## src/isa_misc_pkg.sv

```systemverilog
// Constants and types of the ISA bridge miscellaneous configuration block.
// Assumes an APB master on the bridge clock; byte address = 4 * index.
// Function
// RULE1 - Wait-select bit 0 gives one 16-bit ISA wait state, 1 gives none.
// RULE2 - IDE control bit 0 enables integrated IDE, 1 disables it.
// RULE3 - IDE control bit honoured only when strap, sampled at reset, is high.
// RULE4 - Any strobe register write pulses output once while bit 4 of 80h set.
// RULE5 - Scratch register keeps and returns the written value, nothing else.
// RULE6 - Mirror register returns last value written to RTC index port 70h.
// RULE7 - System-standby mask per IRQ1-15; unmasked line event exits standby.
// RULE8 - System-standby NMI mask; unmasked NMI event exits system standby.
// RULE9 - Monitor-standby mask per IRQ1-15; unmasked event exits monitor standby.
// RULE10 - Monitor-standby NMI mask; unmasked NMI event exits monitor standby.
// RULE11 - Registers at index 80h-8Fh; move to 70h-7Fh when 80h bit 1 set.
// RULE12 - Reserved bits read zero and ignore writes.
package isa_misc_pkg;
  localparam logic [3:0] BASE_HOME = 4'h8;
  localparam logic [3:0] BASE_MOVED = 4'h7;
  localparam logic [7:0] IDX_CFG80 = 8'h80;
  localparam logic [7:0] IDX_CFG81 = 8'h81;
  localparam logic [7:0] IDX_RSVD82 = 8'h82;
  localparam logic [7:0] IDX_STROBE = 8'h83;
  localparam logic [7:0] IDX_SCRATCH = 8'h85;
  localparam logic [7:0] IDX_RTC_MIRROR = 8'h86;
  localparam logic [7:0] IDX_SYS_LO = 8'h87;
  localparam logic [7:0] IDX_SYS_HI = 8'h88;
  localparam logic [7:0] IDX_MON_LO = 8'h89;
  localparam logic [7:0] IDX_MON_HI = 8'h8a;
  localparam logic [7:0] IDX_IRQ_STAT = 8'h8c;
  localparam logic [7:0] IDX_IRQ_CLR = 8'h8d;
  localparam logic [7:0] IDX_IRQ_EN = 8'h8e;
  localparam int CFG80_RELOC_BIT = 1;
  localparam int CFG80_PROG_EN_BIT = 4;
  localparam int CFG81_IDE_DIS_BIT = 1;
  localparam int CFG81_WAIT_BIT = 2;
  localparam logic [7:0] CFG80_MASK = 8'h12;
  localparam logic [7:0] CFG81_MASK = 8'h06;
  localparam logic [7:0] CFG80_RESET = 8'h00;
  localparam logic [7:0] CFG81_RESET = 8'h00;
  localparam logic [7:0] SCRATCH_RESET = 8'h00;
  localparam logic [7:0] MIRROR_RESET = 8'h00;
  localparam logic [15:0] MASK_RESET = 16'hffff;
  // Edges after reset release before the synchronised strap is trusted
  localparam logic [1:0] STRAP_SETTLE = 2'h2;
  localparam int STAT_SYS_WAKE = 0;
  localparam int STAT_MON_WAKE = 1;
  localparam int STAT_PROG_PULSE = 2;
  localparam int STAT_WIDTH = 3;
  // Bit 0 is NMI, bits 15:1 are IRQ15..IRQ1; a set bit blocks wake-up
  typedef struct packed {
    logic [15:1] irq;
    logic nmi;
  } wake_mask_t;
endpackage : isa_misc_pkg

```

## src/isa_bridge_misc_config.sv

```systemverilog
// APB register bank: ISA wait select, IDE enable, strobe pin, scratch,
// RTC index mirror, standby wake masks and an event interrupt.
// Assumes IRQ, NMI and strap pins are asynchronous; port 70h strobe is
// on core_clk_in.
`timescale 1ns/1ps
`default_nettype none
module isa_bridge_misc_config
  import isa_misc_pkg::*;
(
  input wire logic core_clk_in,
  input wire logic reset_n_in,
  input wire logic psel_in,
  input wire logic penable_in,
  input wire logic pwrite_in,
  input wire logic [11:0] paddr_in,
  input wire logic [31:0] pwdata_in,
  output logic [31:0] prdata_out,
  output logic pready_out,
  output logic pslverr_out,
  input wire logic rtc_index_wr_in,
  input wire logic [7:0] rtc_index_data_in,
  input wire logic ide_enable_strap_in,
  input wire logic [15:1] irq_in,
  input wire logic nmi_in,
  output logic isa16_one_wait_out,
  output logic ide_enable_out,
  output logic prog_pulse_out,
  output logic sys_wake_out,
  output logic mon_wake_out,
  output logic irq_out
);
  logic [7:0] cfg80_r;
  logic [7:0] cfg81_r;
  logic [7:0] scratch_r;
  logic [7:0] mirror_r;
  wake_mask_t sys_mask_r;
  wake_mask_t mon_mask_r;
  logic [STAT_WIDTH-1:0] stat_r;
  logic [STAT_WIDTH-1:0] en_r;
  logic strap_r;
  logic [1:0] strap_age_r;
  logic [16:0] pin_level;
  logic [16:0] pin_rise;
  logic [15:0] line_event;
  logic [3:0] base;
  logic hit;
  logic [7:0] idx;
  logic wr_go;
  logic rd_go;
  logic [7:0] rd_val;
  logic sys_wake_nxt;
  logic mon_wake_nxt;
  logic prog_nxt;
  logic [STAT_WIDTH-1:0] events;

  sync_rise #(.WIDTH(17)) u_pins (
    .clk_in(core_clk_in),
    .reset_n_in(reset_n_in),
    .async_in({ide_enable_strap_in, irq_in, nmi_in}),
    .level_out(pin_level),
    .rise_out(pin_rise)
  );

  // Register window follows the relocation bit
  assign base = cfg80_r[CFG80_RELOC_BIT] ? BASE_MOVED : BASE_HOME; // RULE11
  assign hit = (paddr_in[11:10] == 2'b00) && (paddr_in[9:6] == base);
  assign idx = {4'h8, paddr_in[5:2]};
  // Access phase lasts two cycles: pready raised on the second
  assign rd_go = psel_in && penable_in && !pready_out && !pwrite_in;
  assign wr_go = psel_in && penable_in && pready_out && pwrite_in && hit;

  always_ff @(posedge core_clk_in or negedge reset_n_in) begin
    if (!reset_n_in) begin
      pready_out <= 1'b0;
      pslverr_out <= 1'b0;
    end else begin
      pready_out <= psel_in && penable_in && !pready_out;
      pslverr_out <= psel_in && penable_in && !pready_out && !hit;
    end
  end

  always_comb begin
    rd_val = 8'h00;
    unique case (idx)
      IDX_CFG80: rd_val = cfg80_r;
      IDX_CFG81: rd_val = cfg81_r;
      IDX_SCRATCH: rd_val = scratch_r; // RULE5
      IDX_RTC_MIRROR: rd_val = mirror_r; // RULE6
      IDX_SYS_LO: rd_val = {sys_mask_r.irq[7:1], sys_mask_r.nmi};
      IDX_SYS_HI: rd_val = sys_mask_r.irq[15:8];
      IDX_MON_LO: rd_val = {mon_mask_r.irq[7:1], mon_mask_r.nmi};
      IDX_MON_HI: rd_val = mon_mask_r.irq[15:8];
      IDX_IRQ_STAT: rd_val = {5'h00, stat_r};
      IDX_IRQ_EN: rd_val = {5'h00, en_r};
      default: rd_val = 8'h00; // RULE12
    endcase
  end

  always_ff @(posedge core_clk_in or negedge reset_n_in) begin
    if (!reset_n_in) begin
      prdata_out <= 32'h0000_0000;
    end else if (rd_go) begin
      prdata_out <= hit ? {24'h00_0000, rd_val} : 32'h0000_0000;
    end
  end

  // Configuration bits; reserved positions stay zero
  always_ff @(posedge core_clk_in or negedge reset_n_in) begin
    if (!reset_n_in) begin
      cfg80_r <= CFG80_RESET;
      cfg81_r <= CFG81_RESET;
    end else if (wr_go && idx == IDX_CFG80) begin
      cfg80_r <= pwdata_in[7:0] & CFG80_MASK; // RULE12
    end else if (wr_go && idx == IDX_CFG81) begin
      cfg81_r <= pwdata_in[7:0] & CFG81_MASK; // RULE12
    end
  end

  always_ff @(posedge core_clk_in or negedge reset_n_in) begin
    if (!reset_n_in) begin
      scratch_r <= SCRATCH_RESET;
    end else if (wr_go && idx == IDX_SCRATCH) begin
      scratch_r <= pwdata_in[7:0]; // RULE5
    end
  end

  always_ff @(posedge core_clk_in or negedge reset_n_in) begin
    if (!reset_n_in) begin
      mirror_r <= MIRROR_RESET;
    end else if (rtc_index_wr_in) begin
      mirror_r <= rtc_index_data_in; // RULE6
    end
  end

  always_ff @(posedge core_clk_in or negedge reset_n_in) begin
    if (!reset_n_in) begin
      sys_mask_r <= MASK_RESET;
      mon_mask_r <= MASK_RESET;
    end else if (wr_go) begin
      if (idx == IDX_SYS_LO) begin
        {sys_mask_r.irq[7:1], sys_mask_r.nmi} <= pwdata_in[7:0]; // RULE7
      end
      if (idx == IDX_SYS_HI) begin
        sys_mask_r.irq[15:8] <= pwdata_in[7:0]; // RULE7
      end
      if (idx == IDX_MON_LO) begin
        {mon_mask_r.irq[7:1], mon_mask_r.nmi} <= pwdata_in[7:0]; // RULE9
      end
      if (idx == IDX_MON_HI) begin
        mon_mask_r.irq[15:8] <= pwdata_in[7:0]; // RULE9
      end
    end
  end

  // Strap taken once the synchroniser holds a real pin sample
  always_ff @(posedge core_clk_in or negedge reset_n_in) begin
    if (!reset_n_in) begin
      strap_r <= 1'b0;
      strap_age_r <= 2'h0;
    end else if (strap_age_r <= STRAP_SETTLE) begin
      strap_age_r <= strap_age_r + 2'h1;
      if (strap_age_r == STRAP_SETTLE) begin
        strap_r <= pin_level[16]; // RULE3
      end
    end
  end

  assign line_event = pin_rise[15:0];
  assign sys_wake_nxt = |(line_event & ~sys_mask_r); // RULE7 RULE8
  assign mon_wake_nxt = |(line_event & ~mon_mask_r); // RULE9 RULE10
  assign prog_nxt = wr_go && idx == IDX_STROBE
    && cfg80_r[CFG80_PROG_EN_BIT]; // RULE4

  always_ff @(posedge core_clk_in or negedge reset_n_in) begin
    if (!reset_n_in) begin
      isa16_one_wait_out <= 1'b1;
      ide_enable_out <= 1'b0;
      prog_pulse_out <= 1'b0;
      sys_wake_out <= 1'b0;
      mon_wake_out <= 1'b0;
    end else begin
      isa16_one_wait_out <= !cfg81_r[CFG81_WAIT_BIT]; // RULE1
      ide_enable_out <= strap_r && !cfg81_r[CFG81_IDE_DIS_BIT]; // RULE2 RULE3
      prog_pulse_out <= prog_nxt; // RULE4
      sys_wake_out <= sys_wake_nxt; // RULE7 RULE8
      mon_wake_out <= mon_wake_nxt; // RULE9 RULE10
    end
  end

  // Sticky events; a new event wins over a clear in the same cycle
  assign events = {prog_nxt, mon_wake_nxt, sys_wake_nxt};

  always_ff @(posedge core_clk_in or negedge reset_n_in) begin
    if (!reset_n_in) begin
      stat_r <= '0;
    end else if (wr_go && idx == IDX_IRQ_CLR) begin
      stat_r <= (stat_r & ~pwdata_in[STAT_WIDTH-1:0]) | events;
    end else begin
      stat_r <= stat_r | events;
    end
  end

  always_ff @(posedge core_clk_in or negedge reset_n_in) begin
    if (!reset_n_in) begin
      en_r <= '0;
    end else if (wr_go && idx == IDX_IRQ_EN) begin
      en_r <= pwdata_in[STAT_WIDTH-1:0];
    end
  end

  always_ff @(posedge core_clk_in or negedge reset_n_in) begin
    if (!reset_n_in) begin
      irq_out <= 1'b0;
    end else begin
      irq_out <= |((stat_r | events) & en_r);
    end
  end
endmodule : isa_bridge_misc_config
`default_nettype wire

```

## src/sync_rise.sv

```systemverilog
// Two-flop synchroniser with rising-edge detect, one per input bit.
// Assumes inputs are asynchronous to clk_in.
`timescale 1ns/1ps
`default_nettype none
module sync_rise #(
  parameter int WIDTH = 17
) (
  input wire logic clk_in,
  input wire logic reset_n_in,
  input wire logic [WIDTH-1:0] async_in,
  output logic [WIDTH-1:0] level_out,
  output logic [WIDTH-1:0] rise_out
);
  logic [WIDTH-1:0] meta_r;
  logic [WIDTH-1:0] sync_r;
  logic [WIDTH-1:0] prev_r;

  if (WIDTH < 1) begin : g_width_check
    $error("sync_rise needs a WIDTH of at least 1");
  end

  always_ff @(posedge clk_in or negedge reset_n_in) begin
    if (!reset_n_in) begin
      meta_r <= '0;
      sync_r <= '0;
      prev_r <= '0;
    end else begin
      meta_r <= async_in;
      sync_r <= meta_r;
      prev_r <= sync_r;
    end
  end

  assign level_out = sync_r;
  assign rise_out = sync_r & ~prev_r;
endmodule : sync_rise
`default_nettype wire
```

## config.mk

```make
export PLATFORM = sky130hd
export DESIGN_NAME = isa_bridge_misc_config
export DESIGN_NICKNAME = d
export VERILOG_FILES = /design/src/isa_misc_pkg.sv /design/src/isa_bridge_misc_config.sv /design/src/sync_rise.sv
export SDC_FILE = /design/constraint.sdc
export NUM_CORES = 1
export LEC_CHECK = 0
export BUFFER_PORTS_ARGS = -buffer_cell sky130_fd_sc_hd__clkbuf_2
export CAP_MARGIN = 20
export CELL_PAD_IN_SITES_DETAIL_PLACEMENT = 2
export CELL_PAD_IN_SITES_GLOBAL_PLACEMENT = 2
export CORE_ASPECT_RATIO = 0.7
export CORE_MARGIN = 2
export CORE_UTILIZATION = 39
export DETAILED_ROUTE_END_ITERATION = 8
export GPL_TIMING_DRIVEN = 0
export PLACE_DENSITY = 0.87
export REMOVE_ABC_BUFFERS = 1
export SLEW_MARGIN = 20
export SYNTH_ARGS = -nofsm -noshare
export SYNTH_HDL_FRONTEND = slang
export SYNTH_SLANG_ARGS = --single-unit
```

## constraint.sdc

```tcl
create_clock -name core_clk_in -period 5.9 [get_ports core_clk_in]
set_input_delay 0.295 -clock core_clk_in [delete_from_list [all_inputs] [get_ports core_clk_in]]
set_output_delay 0.295 -clock core_clk_in [all_outputs]
set_load 0.05 [all_outputs]
```

Yosys cells after proc, flatten, opt, wreduce, memory -nomap -nowiden
Index checks and enable logic that the tools add are counted.
{"block": "totals", "in_bits": 75, "wordCells": 89, "out_inout_bits": 40, "reg_bits": 151}
{"block": "op_classes", "eq_ne": 13, "n_bitwise": 12, "n_addsub": 1, "order_cmp": 1, "muxes": 4, "reduce_logical": 32}
{"operator": "8-bit case mux with 10 select lines", "n": 1}
{"operator": "16-bit bitwise AND", "n": 3}
{"operator": "16-bit NOT", "n": 3}
{"operator": "16-bit OR reduction", "n": 2}
{"operator": "4-bit equality test, second input constant", "n": 6}
{"operator": "1-bit logical AND", "n": 16}
{"operator": "4-bit by 3-bit equality test with 1-bit output, second input constant", "n": 3}
{"operator": "2-bit AND reduction", "n": 6}
{"operator": "8-bit 2-to-1 mux", "n": 1}
{"operator": "3-bit bitwise AND", "n": 2}
{"operator": "3-bit bitwise OR", "n": 2}
{"operator": "1-bit zero test", "n": 5}
{"operator": "4-bit by 1-bit equality test with 1-bit output, second input constant", "n": 1}
{"operator": "4-bit by 2-bit equality test with 1-bit output, second input constant", "n": 1}
{"operator": "4-bit equality test", "n": 1}
{"operator": "4-bit zero test", "n": 1}
{"operator": "4-bit 2-to-1 mux", "n": 1}
{"operator": "3-bit 2-to-1 mux", "n": 1}
{"operator": "3-bit NOT", "n": 1}
{"operator": "3-bit OR reduction", "n": 1}
{"operator": "2-bit by 1-bit adder with 2-bit output, second input constant", "n": 1}
{"operator": "2-bit equality test, second input constant", "n": 1}
{"operator": "2-bit <= comparator, second input constant", "n": 1}
{"operator": "2-bit zero test", "n": 1}
{"operator": "1-bit NOT", "n": 1}

Logic depth before layout (Yosys ltp)
{"block": "depth", "word_depth": 9, "ltp_mapped": 7, "depth_no_buf": 5}

By module
A second synthesis with hierarchy kept.
{"block": "unflattened", "hier_cells": 424, "hier_area_um2": 5555.3}
{"mod": "isa_bridge_misc_config", "seq_area_each_um2": 1968.1, "cells_per_inst": 356, "n_inst": 1, "area_each_um2": 4045.1}
{"mod": "sync_rise", "seq_area_each_um2": 1276.2, "cells_per_inst": 68, "n_inst": 1, "area_each_um2": 1510.2}

Least setup slack after synthesis
Ideal clock, no wire load.
{"block": "synth_path", "path_kind": "flip-flop to flip-flop", "start": "register cfg80_r[1]", "end": "register sys_mask_r[0] (netlist name)", "n_path_buf": 2, "arrival_time_ns": 2.194, "path_stages_with_launch": 8, "path_slack_ns": 3.624, "required_time_ns": 5.818, "setup_ns": 0.082, "synth_period_minus_slack_ns": 2.276, "path_cell_list": "dfrtp_1 nor4_2 mux2i_1 or4_1 buf_6 or3_1 buf_6 mux2_4"}
{"block": "synth_via", "elab_chain_len": 5}
{"element": "start: declaration", "line": "isa_bridge_misc_config.sv:32", "rtl": "logic [7:0] cfg80_r;"}
{"element": "start signal: assignment", "line": "isa_bridge_misc_config.sv:113", "rtl": "cfg80_r <= pwdata_in[7:0] & CFG80_MASK;"}
{"element": "4-bit 2-to-1 mux", "line": "isa_bridge_misc_config.sv:65", "rtl": "assign base = cfg80_r[CFG80_RELOC_BIT] ? BASE_MOVED : BASE_HOME;"}
{"element": "4-bit equality test", "line": "isa_bridge_misc_config.sv:66", "rtl": "assign hit = (paddr_in[11:10] == 2'b00) && (paddr_in[9:6] == base);"}
{"element": "1-bit logical AND", "line": "isa_bridge_misc_config.sv:66"}
{"element": "1-bit logical AND", "line": "isa_bridge_misc_config.sv:70", "rtl": "assign wr_go = psel_in && penable_in && pready_out && pwrite_in && hit;"}
{"element": "2-bit AND reduction (no line)"}
{"element": "end: declaration", "line": "isa_bridge_misc_config.sv:36", "rtl": "wake_mask_t sys_mask_r;"}
No other way between the ends.
A chain may end at the register's enable or synchronous reset.

Worst setup path in the final report
{"block": "layout_path", "start": "register cfg80_r[1]", "end": "register sys_mask_r[6] (netlist name)"}
The elaborated chain is that of the path after synthesis.

==> impl_metrics.yaml <==
worst_setup_path:
  cp-startpoint: "cfg80_r[1]"
  crit_fanout: 11
  crit_type: "reg -> reg"
  startpoint_type: "flip-flop"
  crit_end: "sys_mask_r[6]"
  worst_ep_arrival_time_ns: 3.19
  ff2ff_setup_slack_ns: 3.05
  r2r_start: "cfg80_r[1]"
  reg2reg_depth: 5
  rr_endpoint: "sys_mask_r[6]"
  required_ns: 6.24
  endpoint_kind: "flip-flop"
cells_and_area:
  final_cell_area_mm2: 0.00650
  final_common_cell: "dfrtp_1"
  area_growth_pct: 21.9
  seq_area_mm2: 0.00322
  fin_nets: 565
  num_antenna_cells: 0
  final_cells: 686
  utilization: 0.490
  multi_input_area_mm2: 0.00194
  final_cell_mix: "dfrtp_1, clkbuf_2, mux2_2"
  fillers: 1265
  drive_gt1_frac: 0.385
die:
  die_h_um: 102
  die_w_um: 144
  initial_core_util: 0.402
  io_pins: 115
  num_rows: 35
  die_area_mm2: 0.0146
  design.core.area_mm2: 0.0133
logic_synthesis:
  synth_cell_types: 42
  ys_ff_latch: 127
  synth.avg_cell_area_um2: 13.3
  synth_edf_count: 0
  synth_ff_type: "dfrtp_1"
  ys_seq_area_frac: 0.603
  syn_inst: 401
  async_flop_share: 1.00
  yosys_warnings: 0
  syn_area_mm2: 0.00534
job:
  maxCapViolations: 0
grt:
  track_usage: 0.229
  grt_max_degree: 99
  first_global_vias: 4016
  antenna_found_initial: 0
  grt_pass1_wl_mm: 24.1
  grt_overflow: 0
worst_hold_path:
  hp-class: "in -> reg"
  worstHoldStart: "rtc_index_data_in[5]"
  holdPathStages: 2
cts:
  cts_tree: "yes"
  cts_buffers: 17
  cts.path.max_buffers: 2
  post_cts_buffers: 0
  clock-sinks: 127
  clk_pin_slew_ns: 0.06
  h-tree-depth: 4
  clock_latency_ns: 0.42
  root_buffer: "clkbuf_16"
route:
  wl_per_cell_um: 22.8
  drcViolationCount: 0
  drt_pass1_iterations: 5
  ant_nets: 0
  dr_total_vias: 3614
  routed_wirelength_mm: 15.6
  drt_iter0_markers: 190
  vias_per_cell: 5.27
power_and_ir_drop:
  p_sw_w: 0.000530
  ir_drop_v: 0.000194
  clock_power_share: 0.485
  power.internal_w: 0.00154
  seqPwrFrac: 0.443
  sw_frac_of_total: 0.256
  combPwrFrac: 0.073
  p_leak_nw: 2.89
  power_density_mw_per_mm2: 318
timing:
  finalSetupTns_ns: 0
  report.final.hold_viol_count: 0
  fin_crit_sh: 0.482
  setup_slack_ns: 3.05
  worstMarginPinSlew_ns: 0.687
  clock_skew_ns: 0.00849
  slew_viol_final: 0
  max_freq_ghz: 0.351
  setup_viol: 0
  grt_setup_unrepaired: "no"
  max-slew-margin-rel: 0.541
  min_period_ns: 2.85
placement:
  hpwl_mm: 10.3
  post-place-cells: 636
  place_area_mm2: 0.00576
  place_ws_ns: 3.04
  globalplace.congestion: 0.796
  io_buffers: 64
status:
  outcome: "completed"
==> power groups by stage <==
stage	Sequential, W	Clock, W	Combinational (W)
final	0.000915	0.00100	0.000150
after global routing	0.000918	0.00106	0.000162
after CTS	0.000915	0.00102	0.000151
after detailed placement	0.000928	0	0.000138
after global placement	0.000926	0	0.000129
after floorplan	0.000925	0	0.0000701
==> stage by stage <==
| step | hold slack, ns | total power, W |
|---|---|---|
| after floorplan | -0.000591 | 0.000996 |
| after global placement | 0.333 | 0.00105 |
| after detailed placement | 0.212 | 0.00107 |
| after CTS | 0.101 | 0.00209 |
| after global routing | 0.0978 | 0.00214 |
| final | 0.111 | 0.00207 |
==> per-layer routing <==
| layer | GRT usage | part of all wire |
|---|---|---|
| met2 | 0.388 | 0.49 |
| met4 | 0.0588 | 0.0094 |
| met3 | 0.0544 | 0.048 |
| met5 | 0 | 0 |
| met1 | 0.300 | 0.45 |
==> sequential cells by signal, summed over array words and instances (netlist names), 2 cells and up <==
name	flops
cfg80_r	2
strap_age_r	2
u_pins.level_out	17
stat_r	3
en_r	3
mirror_r	8
scratch_r	8
sys_mask_r	16
cfg81_r	2
mon_mask_r	16
u_pins.prev_r	16
prdata_out	8
u_pins.meta_r	17
==> repair_timing <==
action                                 CTS  global route
endpoints found under the hold margin   45             0
resized for setup                        0             0
hold buffers                            18             0
==> final cells by class <==
class,count,share of cell area
well taps,185,0.0356
repair buffers,83,0.0825
multi-input cells,254,0.298
inverters,5,0.00289
flip-flops and latches,127,0.495
clock buffers,21,0.0693
clock inverters,11,0.0169
==> cells by family after synthesis <==
family,after synthesis,synth area share
AO/OA/AOI/OAI,51,0.0652
AND/OR/NAND/NOR,108,0.127
XOR/XNOR,1,0.00164
multiplexers,68,0.147
adder cells (fa/ha/maj),2,0.00469
flip-flops,127,0.603
other,1,0.000703
buffers and inverters,43,0.0499
==> worst min-delay path by stage <==
stage	to	slack, ns
after floorplan	cfg80_r[1]	-0.0006
after global routing	mirror_r[5]	0.1
after CTS	mirror_r[5]	0.10
after global placement	u_pins.level_out[14]	0.33
after detailed placement	pready_out	0.21
final	mirror_r[5]	0.11
==> critical path, cell delays in order, from the launching register on <==
cell and delay, ns:
dfrtp_1 0.42, nor4_2 0.26, mux2i_1 0.15, or4_1 0.81, or3_1 0.74, mux2_4 0.39
==> Yosys cell counts (all sizes together), types with 2 or more instances <==
cell type  instances  area, um2
o21ai             14       70.1
or3                4       25.0
nor2b              7       43.8
nor3b             32        240
inv                5       18.8
dfstp             33        867
nand2             22       82.6
ha                 2       25.0
mux2              61        717
mux2i              7       70.1
a221oi             3       26.3
a32o               2       20.0
a21oi              6       30.0
dfrtp             94       2350
nor3               8       73.8
a22o               7       61.3
a22oi              8       60.1
nand4              5       31.3
o22ai              6       37.5
nand3              2       10.0
nor4              10       68.8
buf               29        214
nand2b             6       37.5
clkbuf             9       33.8
nor2               7       26.3
(Power assumes the default switching activity.)
